<file path="config.mk">
export PLATFORM = sky130hd
export DESIGN_NAME = relay_safety_shutdown_watchdog
export DESIGN_NICKNAME = d
export VERILOG_FILES = /design/src/design/relay_safety_pkg.sv /design/src/design/relay_safety_shutdown_watchdog.sv
export VERILOG_INCLUDE_DIRS = /design/src /design/src/design
export SDC_FILE = /design/constraint.sdc
export NUM_CORES = 1
export LEC_CHECK = 0
export ABC_AREA = 1
export BUFFER_PORTS_ARGS = -buffer_cell sky130_fd_sc_hd__buf_2
export CELL_PAD_IN_SITES_DETAIL_PLACEMENT = 1
export CELL_PAD_IN_SITES_GLOBAL_PLACEMENT = 2
export CORE_UTILIZATION = 30
export DETAILED_ROUTE_END_ITERATION = 10
export GPL_ROUTABILITY_DRIVEN = 0
export HOLD_SLACK_MARGIN = 0.08
export PLACE_DENSITY_LB_ADDON = 0.05
export SYNTH_ARGS = -nofsm -noshare
export SYNTH_HDL_FRONTEND = slang
export SYNTH_SLANG_ARGS = --single-unit
</file>
<file path="constraint.sdc">
create_clock -name core_clk -period 3.8 [get_ports core_clk]
set_clock_uncertainty 0.15 [all_clocks]
set_input_delay 0.76 -clock core_clk [delete_from_list [all_inputs] [get_ports core_clk]]
set_output_delay 0.76 -clock core_clk [all_outputs]
set_load 0.05 [all_outputs]
</file>
<file path="src/design/relay_safety_map.svh">
// register map, field positions and reset values of the relay safety watchdog
// Operation
// - enabled trigger enters shutdown, relays take preset
// - shutdown stops automatic scanning at once
// - immediate-write updates ignored while shut down
// - recovery leaves shutdown, keeps pattern, rewinds scanlist
// - preset defaults all off, software rewritable
// - local shutdown input is active low
// - shutdown source: front panel or trigger bus
// - shutdown and watchdog disabled after reset
// - on-board 32-bit watchdog counter is default source
// - missed service raises overflow, relays take preset
// - watchdog trigger may come from trigger bus
// - hot-swap indicator lit until ready for operation
`ifndef RELAY_SAFETY_MAP_SVH
`define RELAY_SAFETY_MAP_SVH

// ------------------------------------------------------------
// register offsets
// ------------------------------------------------------------
`define OFS_CTRL 8'h00
`define OFS_CMD 8'h04
`define OFS_STATUS 8'h08
`define OFS_PRESET 8'h0c
`define OFS_INTERVAL 8'h10
`define OFS_COUNT 8'h14
`define OFS_DIRECT 8'h18
`define OFS_INT_STATUS 8'h1c
`define OFS_INT_MASK 8'h20
`define OFS_RELAY 8'h24
`define OFS_SCAN_BASE 8'h40

// ------------------------------------------------------------
// command bits, interrupt bits, field widths
// ------------------------------------------------------------
`define CMD_SERVICE 0
`define CMD_RECOVER 1
`define CMD_SCAN_START 2
`define CMD_SCAN_STOP 3
`define CMD_READY 4
`define INT_SHUTDOWN 0
`define INT_OVERFLOW 1
`define INT_W 2
`define CTRL_W 11

// ------------------------------------------------------------
// reset values
// ------------------------------------------------------------
`define CTRL_RST 11'h000
`define PRESET_RST 32'h0000_0000
`define INTERVAL_RST 32'hffff_ffff

`endif

</file>
<file path="src/design/relay_safety_pkg.sv">
// types shared by the relay safety watchdog
package relay_safety_pkg;

    // control register layout, bit 10 first from the top
    typedef struct packed {
        logic direct_mode;
        logic [2:0] wd_line;
        logic [2:0] sd_line;
        logic wd_from_bus;
        logic sd_from_bus;
        logic wd_en;
        logic sd_en;
    } ctrl_t;

    // one-cycle commands decoded from a command write
    typedef struct packed {
        logic ready;
        logic scan_stop;
        logic scan_start;
        logic recover;
        logic service;
    } cmd_t;

    typedef enum logic [1:0] {
        MODE_IDLE,
        MODE_SCAN,
        MODE_SHUTDOWN
    } mode_t;

endpackage

</file>
<file path="src/design/relay_safety_shutdown_watchdog.sv">
// relay safety logic: emergency shutdown, watchdog, scan and hot-swap indicator
//
// Added by the designer: the address map and the plain strobed port.
`timescale 1ns/1ps
`include "relay_safety_map.svh"

module relay_safety_shutdown_watchdog #(
    parameter int RELAYS = 16,
    parameter int SCAN_DEPTH = 8,
    parameter int WDOG_W = 32
) (
    // clock and reset
    input wire logic core_clk,
    input wire logic rst,
    // register port
    input wire logic [7:0] reg_addr,
    input wire logic [31:0] reg_wdata,
    input wire logic reg_wr,
    input wire logic reg_rd,
    output logic [31:0] reg_rdata,
    // trigger sources
    input wire logic shutdown_request_n,
    input wire logic [7:0] trig_bus,
    input wire logic scan_trigger,
    // outputs to the module
    output logic [RELAYS-1:0] relay_out,
    output logic wdog_overflow,
    output logic shutdown_active,
    output logic hot_swap_led,
    output logic irq
);

    localparam int IDXW = (SCAN_DEPTH > 1) ? $clog2(SCAN_DEPTH) : 1;

    // ------------------------------------------------------------
    // elaboration checks
    // ------------------------------------------------------------
    if (RELAYS < 1 || RELAYS > 32)
        $error("relay count must be 1 to 32");
    if (SCAN_DEPTH < 2 || SCAN_DEPTH > 16 || (1 << IDXW) != SCAN_DEPTH)
        $error("scan depth must be a power of two from 2 to 16");
    if (WDOG_W != 32)
        $error("watchdog counter is 32 bits wide");

    // ------------------------------------------------------------
    // decoding helpers
    // ------------------------------------------------------------
    // bus lines are open collector, so a low line is a request
    function automatic logic bus_low(input logic [7:0] lines, input logic [2:0] idx);
        bus_low = ~lines[idx];
    endfunction
    function automatic logic hit(input logic [7:0] addr, input logic [7:0] ofs);
        hit = (addr == ofs);
    endfunction
    function automatic logic scan_hit(input logic [7:0] addr);
        scan_hit = (addr >= `OFS_SCAN_BASE)
            && ({1'b0, addr} < 9'(`OFS_SCAN_BASE) + 9'(4 * SCAN_DEPTH))
            && (addr[1:0] == 2'b00);
    endfunction

    // ------------------------------------------------------------
    // state
    // ------------------------------------------------------------
    relay_safety_pkg::ctrl_t ctrl_reg, ctrl_next;
    logic [RELAYS-1:0] preset_reg, preset_next;
    logic [WDOG_W-1:0] interval_reg, interval_next;
    logic [WDOG_W-1:0] count_reg, count_next;
    logic overflow_reg, overflow_next;
    relay_safety_pkg::mode_t mode_reg, mode_next;
    logic [IDXW-1:0] ptr_reg, ptr_next;
    logic [RELAYS-1:0] relay_reg, relay_next;
    logic [`INT_W-1:0] int_status_reg, int_status_next;
    logic [`INT_W-1:0] int_mask_reg, int_mask_next;
    logic irq_reg, irq_next;
    logic led_reg, led_next;
    logic [31:0] rdata_reg, rdata_next;
    logic [RELAYS-1:0] scan_mem [SCAN_DEPTH];
    logic sd_reg, sd_next;
    relay_safety_pkg::cmd_t cmd;
    logic sd_trigger;
    logic wd_trigger;
    logic trip;
    logic cfg_touch;

    // ------------------------------------------------------------
    // command decode
    // ------------------------------------------------------------
    always_comb
    begin
        cmd = '0;
        if (reg_wr && hit(reg_addr, `OFS_CMD))
        begin
            cmd.service = reg_wdata[`CMD_SERVICE];
            cmd.recover = reg_wdata[`CMD_RECOVER];
            cmd.scan_start = reg_wdata[`CMD_SCAN_START];
            cmd.scan_stop = reg_wdata[`CMD_SCAN_STOP];
            cmd.ready = reg_wdata[`CMD_READY];
        end
    end

    // ------------------------------------------------------------
    // configuration registers
    // ------------------------------------------------------------
    always_comb
    begin
        ctrl_next = ctrl_reg;
        preset_next = preset_reg;
        interval_next = interval_reg;
        int_mask_next = int_mask_reg;
        if (reg_wr && hit(reg_addr, `OFS_CTRL))
            ctrl_next = relay_safety_pkg::ctrl_t'(reg_wdata[`CTRL_W-1:0]);
        if (reg_wr && hit(reg_addr, `OFS_PRESET))
            preset_next = reg_wdata[RELAYS-1:0];
        if (reg_wr && hit(reg_addr, `OFS_INTERVAL))
            interval_next = reg_wdata[WDOG_W-1:0];
        if (reg_wr && hit(reg_addr, `OFS_INT_MASK))
            int_mask_next = reg_wdata[`INT_W-1:0];
    end

    always_ff @(posedge core_clk)
    begin
        if (rst)
        begin
            ctrl_reg <= `CTRL_RST;
            preset_reg <= RELAYS'(`PRESET_RST);
            interval_reg <= `INTERVAL_RST;
            int_mask_reg <= '0;
        end
        else
        begin
            ctrl_reg <= ctrl_next;
            preset_reg <= preset_next;
            interval_reg <= interval_next;
            int_mask_reg <= int_mask_next;
        end
    end
    // scanlist storage; no reset so it can map to ram
    always_ff @(posedge core_clk)
    begin
        if (reg_wr && scan_hit(reg_addr))
            scan_mem[reg_addr[2 +: IDXW]] <= reg_wdata[RELAYS-1:0];
    end

    // ------------------------------------------------------------
    // watchdog counter
    // ------------------------------------------------------------
    // any rewrite of control or interval counts as reconfiguring
    assign cfg_touch = reg_wr && (hit(reg_addr, `OFS_CTRL) || hit(reg_addr, `OFS_INTERVAL));
    always_comb
    begin
        count_next = count_reg;
        overflow_next = overflow_reg;
        if (!ctrl_reg.wd_en || cfg_touch)
        begin
            count_next = interval_next;
            overflow_next = 1'b0;
        end
        else if (!overflow_reg)
        begin
            if (cmd.service)
                count_next = interval_reg;
            else if (count_reg == '0)
                overflow_next = 1'b1;
            else
                count_next = count_reg - 1'b1;
        end
    end
    always_ff @(posedge core_clk)
    begin
        if (rst)
        begin
            count_reg <= `INTERVAL_RST;
            overflow_reg <= 1'b0;
        end
        else
        begin
            count_reg <= count_next;
            overflow_reg <= overflow_next;
        end
    end

    // ------------------------------------------------------------
    // trigger selection
    // ------------------------------------------------------------
    // a low level holds shutdown; sharers of the aux pin must not pull it low
    assign sd_trigger = ctrl_reg.sd_en && (ctrl_reg.sd_from_bus
        ? bus_low(trig_bus, ctrl_reg.sd_line)
        : ~shutdown_request_n);
    assign wd_trigger = ctrl_reg.wd_en && (ctrl_reg.wd_from_bus
        ? bus_low(trig_bus, ctrl_reg.wd_line)
        : overflow_reg);
    assign trip = sd_trigger || wd_trigger;

    // ------------------------------------------------------------
    // mode, scan, relay pattern and hot-swap indicator
    // ------------------------------------------------------------
    always_comb
    begin
        mode_next = mode_reg;
        ptr_next = ptr_reg;
        relay_next = relay_reg;
        led_next = led_reg;
        if (cmd.ready)
            led_next = 1'b0;
        if (trip)
        begin
            // a held trigger wins over recovery in the same cycle
            mode_next = relay_safety_pkg::MODE_SHUTDOWN;
            relay_next = preset_reg;
        end
        else
        begin
            unique case (mode_reg)
                relay_safety_pkg::MODE_SHUTDOWN:
                begin
                    // no scan steps or direct writes land here
                    if (cmd.recover)
                    begin
                        mode_next = relay_safety_pkg::MODE_IDLE;
                        ptr_next = '0;
                    end
                end
                relay_safety_pkg::MODE_IDLE:
                begin
                    if (cmd.scan_start && !ctrl_reg.direct_mode)
                        mode_next = relay_safety_pkg::MODE_SCAN;
                    if (ctrl_reg.direct_mode && reg_wr && hit(reg_addr, `OFS_DIRECT))
                        relay_next = reg_wdata[RELAYS-1:0];
                end
                relay_safety_pkg::MODE_SCAN:
                begin
                    if (cmd.scan_stop)
                        mode_next = relay_safety_pkg::MODE_IDLE;
                    else if (scan_trigger)
                    begin
                        relay_next = scan_mem[ptr_reg];
                        ptr_next = ptr_reg + 1'b1;
                    end
                end
            endcase
        end
        sd_next = (mode_next == relay_safety_pkg::MODE_SHUTDOWN);
    end
    always_ff @(posedge core_clk)
    begin
        if (rst)
        begin
            mode_reg <= relay_safety_pkg::MODE_IDLE;
            ptr_reg <= '0;
            relay_reg <= '0;
            sd_reg <= 1'b0;
            led_reg <= 1'b1;
        end
        else
        begin
            mode_reg <= mode_next;
            ptr_reg <= ptr_next;
            relay_reg <= relay_next;
            sd_reg <= sd_next;
            led_reg <= led_next;
        end
    end

    // ------------------------------------------------------------
    // interrupts
    // ------------------------------------------------------------
    always_comb
    begin
        logic [`INT_W-1:0] set_bits;
        logic [`INT_W-1:0] clr_bits;
        set_bits = '0;
        clr_bits = '0;
        set_bits[`INT_SHUTDOWN] = trip && (mode_reg != relay_safety_pkg::MODE_SHUTDOWN);
        set_bits[`INT_OVERFLOW] = overflow_next && !overflow_reg;
        if (reg_wr && hit(reg_addr, `OFS_INT_STATUS))
            clr_bits = reg_wdata[`INT_W-1:0];
        // set wins so an event in the clearing cycle survives
        int_status_next = (int_status_reg & ~clr_bits) | set_bits;
        irq_next = |(int_status_next & int_mask_next);
    end
    always_ff @(posedge core_clk)
    begin
        if (rst)
        begin
            int_status_reg <= '0;
            irq_reg <= 1'b0;
        end
        else
        begin
            int_status_reg <= int_status_next;
            irq_reg <= irq_next;
        end
    end

    // ------------------------------------------------------------
    // register readback
    // ------------------------------------------------------------
    always_comb
    begin
        rdata_next = '0;
        if (reg_rd)
        begin
            case (reg_addr)
                `OFS_CTRL: rdata_next = 32'(ctrl_reg);
                `OFS_STATUS: rdata_next = {24'h00_0000, 4'(ptr_reg), led_reg,
                    mode_reg == relay_safety_pkg::MODE_SCAN,
                    overflow_reg, mode_reg == relay_safety_pkg::MODE_SHUTDOWN};
                `OFS_PRESET: rdata_next = 32'(preset_reg);
                `OFS_INTERVAL: rdata_next = interval_reg;
                `OFS_COUNT: rdata_next = count_reg;
                `OFS_INT_STATUS: rdata_next = 32'(int_status_reg);
                `OFS_INT_MASK: rdata_next = 32'(int_mask_reg);
                `OFS_RELAY: rdata_next = 32'(relay_reg);
                default:
                    if (scan_hit(reg_addr))
                        rdata_next = 32'(scan_mem[reg_addr[2 +: IDXW]]);
            endcase
        end
    end
    always_ff @(posedge core_clk)
    begin
        if (rst)
            rdata_reg <= '0;
        else
            rdata_reg <= rdata_next;
    end

    // ------------------------------------------------------------
    // outputs
    // ------------------------------------------------------------
    assign reg_rdata = rdata_reg;
    assign relay_out = relay_reg;
    assign wdog_overflow = overflow_reg;
    assign shutdown_active = sd_reg;
    assign hot_swap_led = led_reg;
    assign irq = irq_reg;

endmodule

</file>
Word-level counts from Yosys, hierarchy flattened
Memories as Yosys holds them, arrays and structs flattened. A register that Yosys moved wholly into a read port is not among the register bits.
Cells that the tools add are included.
W data, S select, Z words.
{"block": "word_totals", "output_inout_bits": 52, "inputBits": 54, "memories": 1, "ram_bits": 128, "regBits": 152, "word_cells": 129}
{"block": "op_classes", "magnitude_cmp": 4, "n_mux": 38, "bitwise": 9, "n_reduce_logical": 34, "n_addsub": 2, "n_eq_ne": 21}
{"memory": "scan_mem", "depth": 8, "word_bits": 16, "rd": 2, "rd_clocked_by_memory_dff": 1, "wr": 1, "line_no": "relay_safety_shutdown_watchdog.sv:77", "source": "logic [RELAYS-1:0] scan_mem [SCAN_DEPTH];"}
{"cell": "$pmux W32 S8", "count": 1}
{"cell": "$mux W32", "count": 5}
{"cell": "$mux W16", "count": 5}
{"cell": "$eq A8 B5 Y1 const B", "count": 4}
{"cell": "$logic_not A32 Y1", "count": 1}
{"cell": "$pmux W16 S2", "count": 1}
{"cell": "$sub A32 B1 Y32 const B", "count": 1}
{"cell": "$logic_and A1 B1 Y1", "count": 17}
{"cell": "$eq A8 B4 Y1 const B", "count": 2}
{"cell": "$eq A8 B6 Y1 const B", "count": 2}
{"cell": "$mux W3", "count": 5}
{"cell": "$mux W2", "count": 6}
{"cell": "$ne A3 B3 Y1 const B", "count": 4}
{"cell": "$mux W1", "count": 10}
{"cell": "$eq A8 B3 Y1 const B", "count": 1}
{"cell": "$ge A8 B7 Y1 const B", "count": 1}
{"cell": "$logic_not A8 Y1", "count": 1}
{"cell": "$lt A3 B4 Y1 const B", "count": 2}
{"cell": "$lt A8 B7 Y1 const B", "count": 1}
{"cell": "$ne A2 B2 Y1 const B", "count": 4}
{"cell": "$bmux W1 S3", "count": 2}
{"cell": "$pmux W2 S3", "count": 1}
{"cell": "$pmux W3 S2", "count": 1}
{"cell": "$mux W5", "count": 1}
{"cell": "17 further kinds", "count": 29}

Longest topological paths before layout
{"block": "depth", "depth_word": 10, "depth_mapped": 14}

Least setup slack after synthesis
Ideal clock, no wire load.
{"block": "synth_path", "path_type": "input -> register", "startpoint": "input port reg_addr[5]", "endpoint": "memory scan_mem[2][0] (enable)", "path_slack_ps": 562, "setup_ps": 409, "path_buffers": 0, "arrival_ps": 2679, "path_stages": 5, "cell_sequence": "nor4_2 -> inv_1 -> nor2_1 -> nand2_1 -> nor3_1"}
{"block": "synth_between", "elab_chain_len": 6, "word_cells_on_any_way": 7, "cone_classes": "order compare: 2; mux: 2; reduce/logical: 3"}
{"element": "from (decl)", "line_no": "relay_safety_shutdown_watchdog.sv:16", "source": "input wire logic [7:0] reg_addr,"}
{"element": "$ge A8 B7 Y1 (no line) or $lt A8 B7 Y1 (tied branches)"}
{"element": "$logic_and A1 B1 Y1 (*) (2 in series)", "line_no": "relay_safety_shutdown_watchdog.sv:56", "source": "scan_hit = (addr >= `OFS_SCAN_BASE)"}
{"element": "$logic_and A1 B1 Y1 (*)", "line_no": "relay_safety_shutdown_watchdog.sv:140", "source": "if (reg_wr && scan_hit(reg_addr))"}
{"element": "$mux W1 (*)", "line_no": "relay_safety_shutdown_watchdog.sv:140"}
{"element": "$mux W1 (implied by the code) (*)", "line_no": "relay_safety_shutdown_watchdog.sv:141", "source": "scan_mem[reg_addr[2 +: IDXW]] <= reg_wdata[RELAYS-1:0];"}
{"element": "to (decl)", "line_no": "relay_safety_shutdown_watchdog.sv:77"}
Mark *: on every way between the ends. The rest lies on a longest branch, timed or not.

==> impl_metrics.json <==
{
  "synth_flop_cell": "dfxtp_1",
  "postCtsSetupBuffers": 0,
  "synth_top_cell_area_share_pct": 26.7,
  "synth_top_family_by_area": "simple AND/OR/NAND/NOR gates",
  "slowest_delay_ns": 0.59,
  "firstDrtPassIters": 5,
  "grt_pass1_vias": 13900,
  "areaGrowthSynthToFinish_pct": 17.0,
  "fin_crit_sh_pct": 71.4,
  "crit_top_cell": "nand2_1",
  "worst_slew_pin_slew_ns": 0.955,
  "antennaDiodeCount": 0,
  "worstSkewPairLatency_ns": 0.55,
  "drcViolationCount": 0,
  "power.total_mw": 6.86,
  "vias": 14000,
  "routed_wl_microns": 63100,
  "relSlewSlack_pct": 36.2,
  "end_kind": "register",
  "portBuffers": 105,
  "cts.path.max_buffers": 3,
  "path_clk_slew_ns": 0.06,
  "finalHoldViolCount": 0,
  "dieArea_sq_mm": 0.0489,
  "drv_cap": 0,
  "yosys-top-cells-count": "nand2_1, nand3_1, inv_1",
  "arrival_ns": 3.03,
  "syn_area_sq_mm": 0.0144,
  "fmax_ghz": 0.369,
  "synth_compound_area_share_pct": 12.8,
  "globalRoute.totalOverflow": 0,
  "cts_resized": 0,
  "cp_cell_sequence": "inv_1, nand2_1, nand3_1, nand3_1, nand3_1, nand2_1, nand2_2, inv_1, buf_4, nand2_1, nand2_1, nand2_1, nor2_1",
  "ant_nets": 0,
  "power_density_mw_per_mm2": 407,
  "grt_pass1_wl_microns": 93100,
  "worst_path_max_delay_cell": "dfxtp_1",
  "drv_slew": 0,
  "hold_buffers": 0,
  "drive_above_1_share_pct": 13.8,
  "dr.first_iter.drc_count": 942,
  "vdd.ir_drop.worst_uv": 448,
  "seq_area_frac_synth_pct": 48.2,
  "holdWs_ns": 0.302,
  "antenna_found_initial": 0,
  "cts_tree": "yes",
  "core_area_sq_mm": 0.0470,
  "outcome": "finished, final reports clean",
  "start_util_pct": 30.7,
  "synthXorXnorAreaFrac_pct": 0.973,
  "avgSynthCellArea_sq_um": 7.55,
  "fill_cells": 5730,
  "h-tree-depth": 2,
  "final.min_clock_period_ns": 2.71,
  "setup_viol_count_final": 0,
  "crit_path_max_fanout": 17,
  "grt_max_degree": 76,
  "grt_usage_pct": 25.6,
  "criticalPathCategory": "register to register",
  "ys_ff_latch": 283,
  "num_io_pins": 106,
  "tns_ns": 0,
  "place_ws_ns": 0.592,
  "cts_num_sinks": 283,
  "worst_ep_required_time_ns": 4.12,
  "cp-start-kind": "register",
  "synth_edf_count": 128,
  "post_dp_cell_area_sq_mm": 0.0157,
  "synth_simple_gate_area_share_pct": 29.4,
  "post-dp-hpwl_microns": 43600,
  "wl_per_cell_microns": 23.9,
  "synth.largest_area_cell": "edfxtp_1",
  "netlist-cell-type-count": 42,
  "largest_register_ffs": 128,
  "synthMuxAreaShare_pct": 0,
  "finalWorstSetupSlack_ns": 1.09,
  "num_rows": 79,
  "cts-root-buf": "clkbuf_16",
  "min_path_type": "input pin to register",
  "via_per_inst": 5.29,
  "die_w_microns": 221,
  "synthTopCellsByArea": "edfxtp_1, dfxtp_1, nand2_1, nand3_1, inv_1",
  "synthAdderAreaFrac_pct": 0.434,
  "yosysWarnings": 0,
  "synth.most_common_cell": "nand2_1",
  "rsz0062_at_grt": "no",
  "syn_nets": 1967,
  "leakage_nw": 6.97,
  "synthCells": 1908,
  "numCtsBuffers": 37,
  "dieHeight_microns": 221,
  "design_area_sq_mm": 0.0169,
  "async_flop_share_pct": 0,
  "nNetsFinal": 2065
}
==> per-stage QoR <==
| step | std cells | util (%) |
|---|---|---|
| finish | 2638 | 35.9 |
| global route | 2638 | 35.9 |
| CTS | 2638 | 35.9 |
| detailed placement | 2574 | 33.5 |
| global placement | 2574 | 33.5 |
| floorplan | 1908 | - |
==> kinds of logic after synthesis <==
| kind of cell | after synthesis |
|---|---|
| xor gates and xnor gates | 16 |
| and+or+nand+nor | 987 |
| adders and majority gates | 5 |
| buffers and inverters | 294 |
| DFF | 283 |
| AOI/OAI and AO/OA | 323 |
==> worst paths after layout <==
path	startpoint	to	slack, ns	depth (start not counted)
worst max-delay path	ctrl_reg[4]$_SDFFE_PP0P_	register	1.09	13
worst min-delay path	reg_wdata[30]	interval_reg[30]$_SDFF_PP1_	0.30	3
worst max register to register	ctrl_reg[4]$_SDFFE_PP0P_	register	1.09	13
worst min register to register	interval_reg[21]$_SDFF_PP1_	reg_rdata[21]$_SDFF_PP0_	0.31	2
==> where the power goes <==
part	switching (mW)	total [mW]	internal (mW)
logic	0.227	0.300	0.0731
clock network	1.40	3.37	1.97
registers	0.00479	3.19	3.19
total	1.63	6.86	5.23
==> layer usage <==
layer	wire length [microns]	GRT usage, %	vias to the layer above
met3	3190	3.65	75
met1	31800	38.6	6968
li1	-	-	6550
met2	26600	37.9	361
met5	0	0	-
met4	1480	6.90	0
==> critical path, delay by kind of cell, from the launching register on <==
family | cells | cell delay (ns)
buffers and inverters | 3 | 0.80
flip-flops | 1 | 0.59
AND/OR/NAND/NOR | 10 | 1.10
==> placed cells by master, fill, tap and decap left out, types with 3 or more instances in the layout <==
master | Yosys | layout
o32ai_1 | 3 | 3
nand2_2 | 7 | 7
a21oi_1 | 106 | 106
buf_4 | 8 | 48
or2_1 | 8 | 8
and2_1 | 3 | 3
nor2_4 | 3 | 3
buf_12 | 0 | 3
o211ai_1 | 27 | 27
o21ai_0 | 124 | 124
buf_2 | 26 | 105
nand3_1 | 200 | 200
xnor2_1 | 5 | 5
dfxtp_1 | 155 | 154
inv_1 | 185 | 184
edfxtp_1 | 128 | 128
a211oi_1 | 5 | 5
a221oi_1 | 5 | 5
nand2_1 | 573 | 573
clkinv_2 | 0 | 8
o221ai_1 | 11 | 11
o22ai_1 | 22 | 22
nor2_2 | 5 | 7
nor2_1 | 115 | 113
xor2_1 | 11 | 11
ha_1 | 5 | 5
clkbuf_1 | 54 | 7
nor3_1 | 10 | 4
clkbuf_8 | 0 | 6
inv_2 | 9 | 10
clkinv_1 | 1 | 4
nor3_2 | 2 | 8
o21ai_1 | 5 | 5
or2_2 | 30 | 30
nand4_1 | 27 | 27
o2111ai_1 | 11 | 11
clkbuf_16 | 0 | 37
==> final cells by class <==
type                    instances  area (sq um)  area share (%)
multi-input cells            1331          6330            37.5
clock inverters                14          98.8           0.586
repair buffers                156           946            5.61
flip-flops and latches        283          6950            41.2
well taps                     607           759            4.50
inverters                     197           744            4.41
clock buffers                  50          1030            6.14
Note: power is estimated with default switching activity, not from simulation.
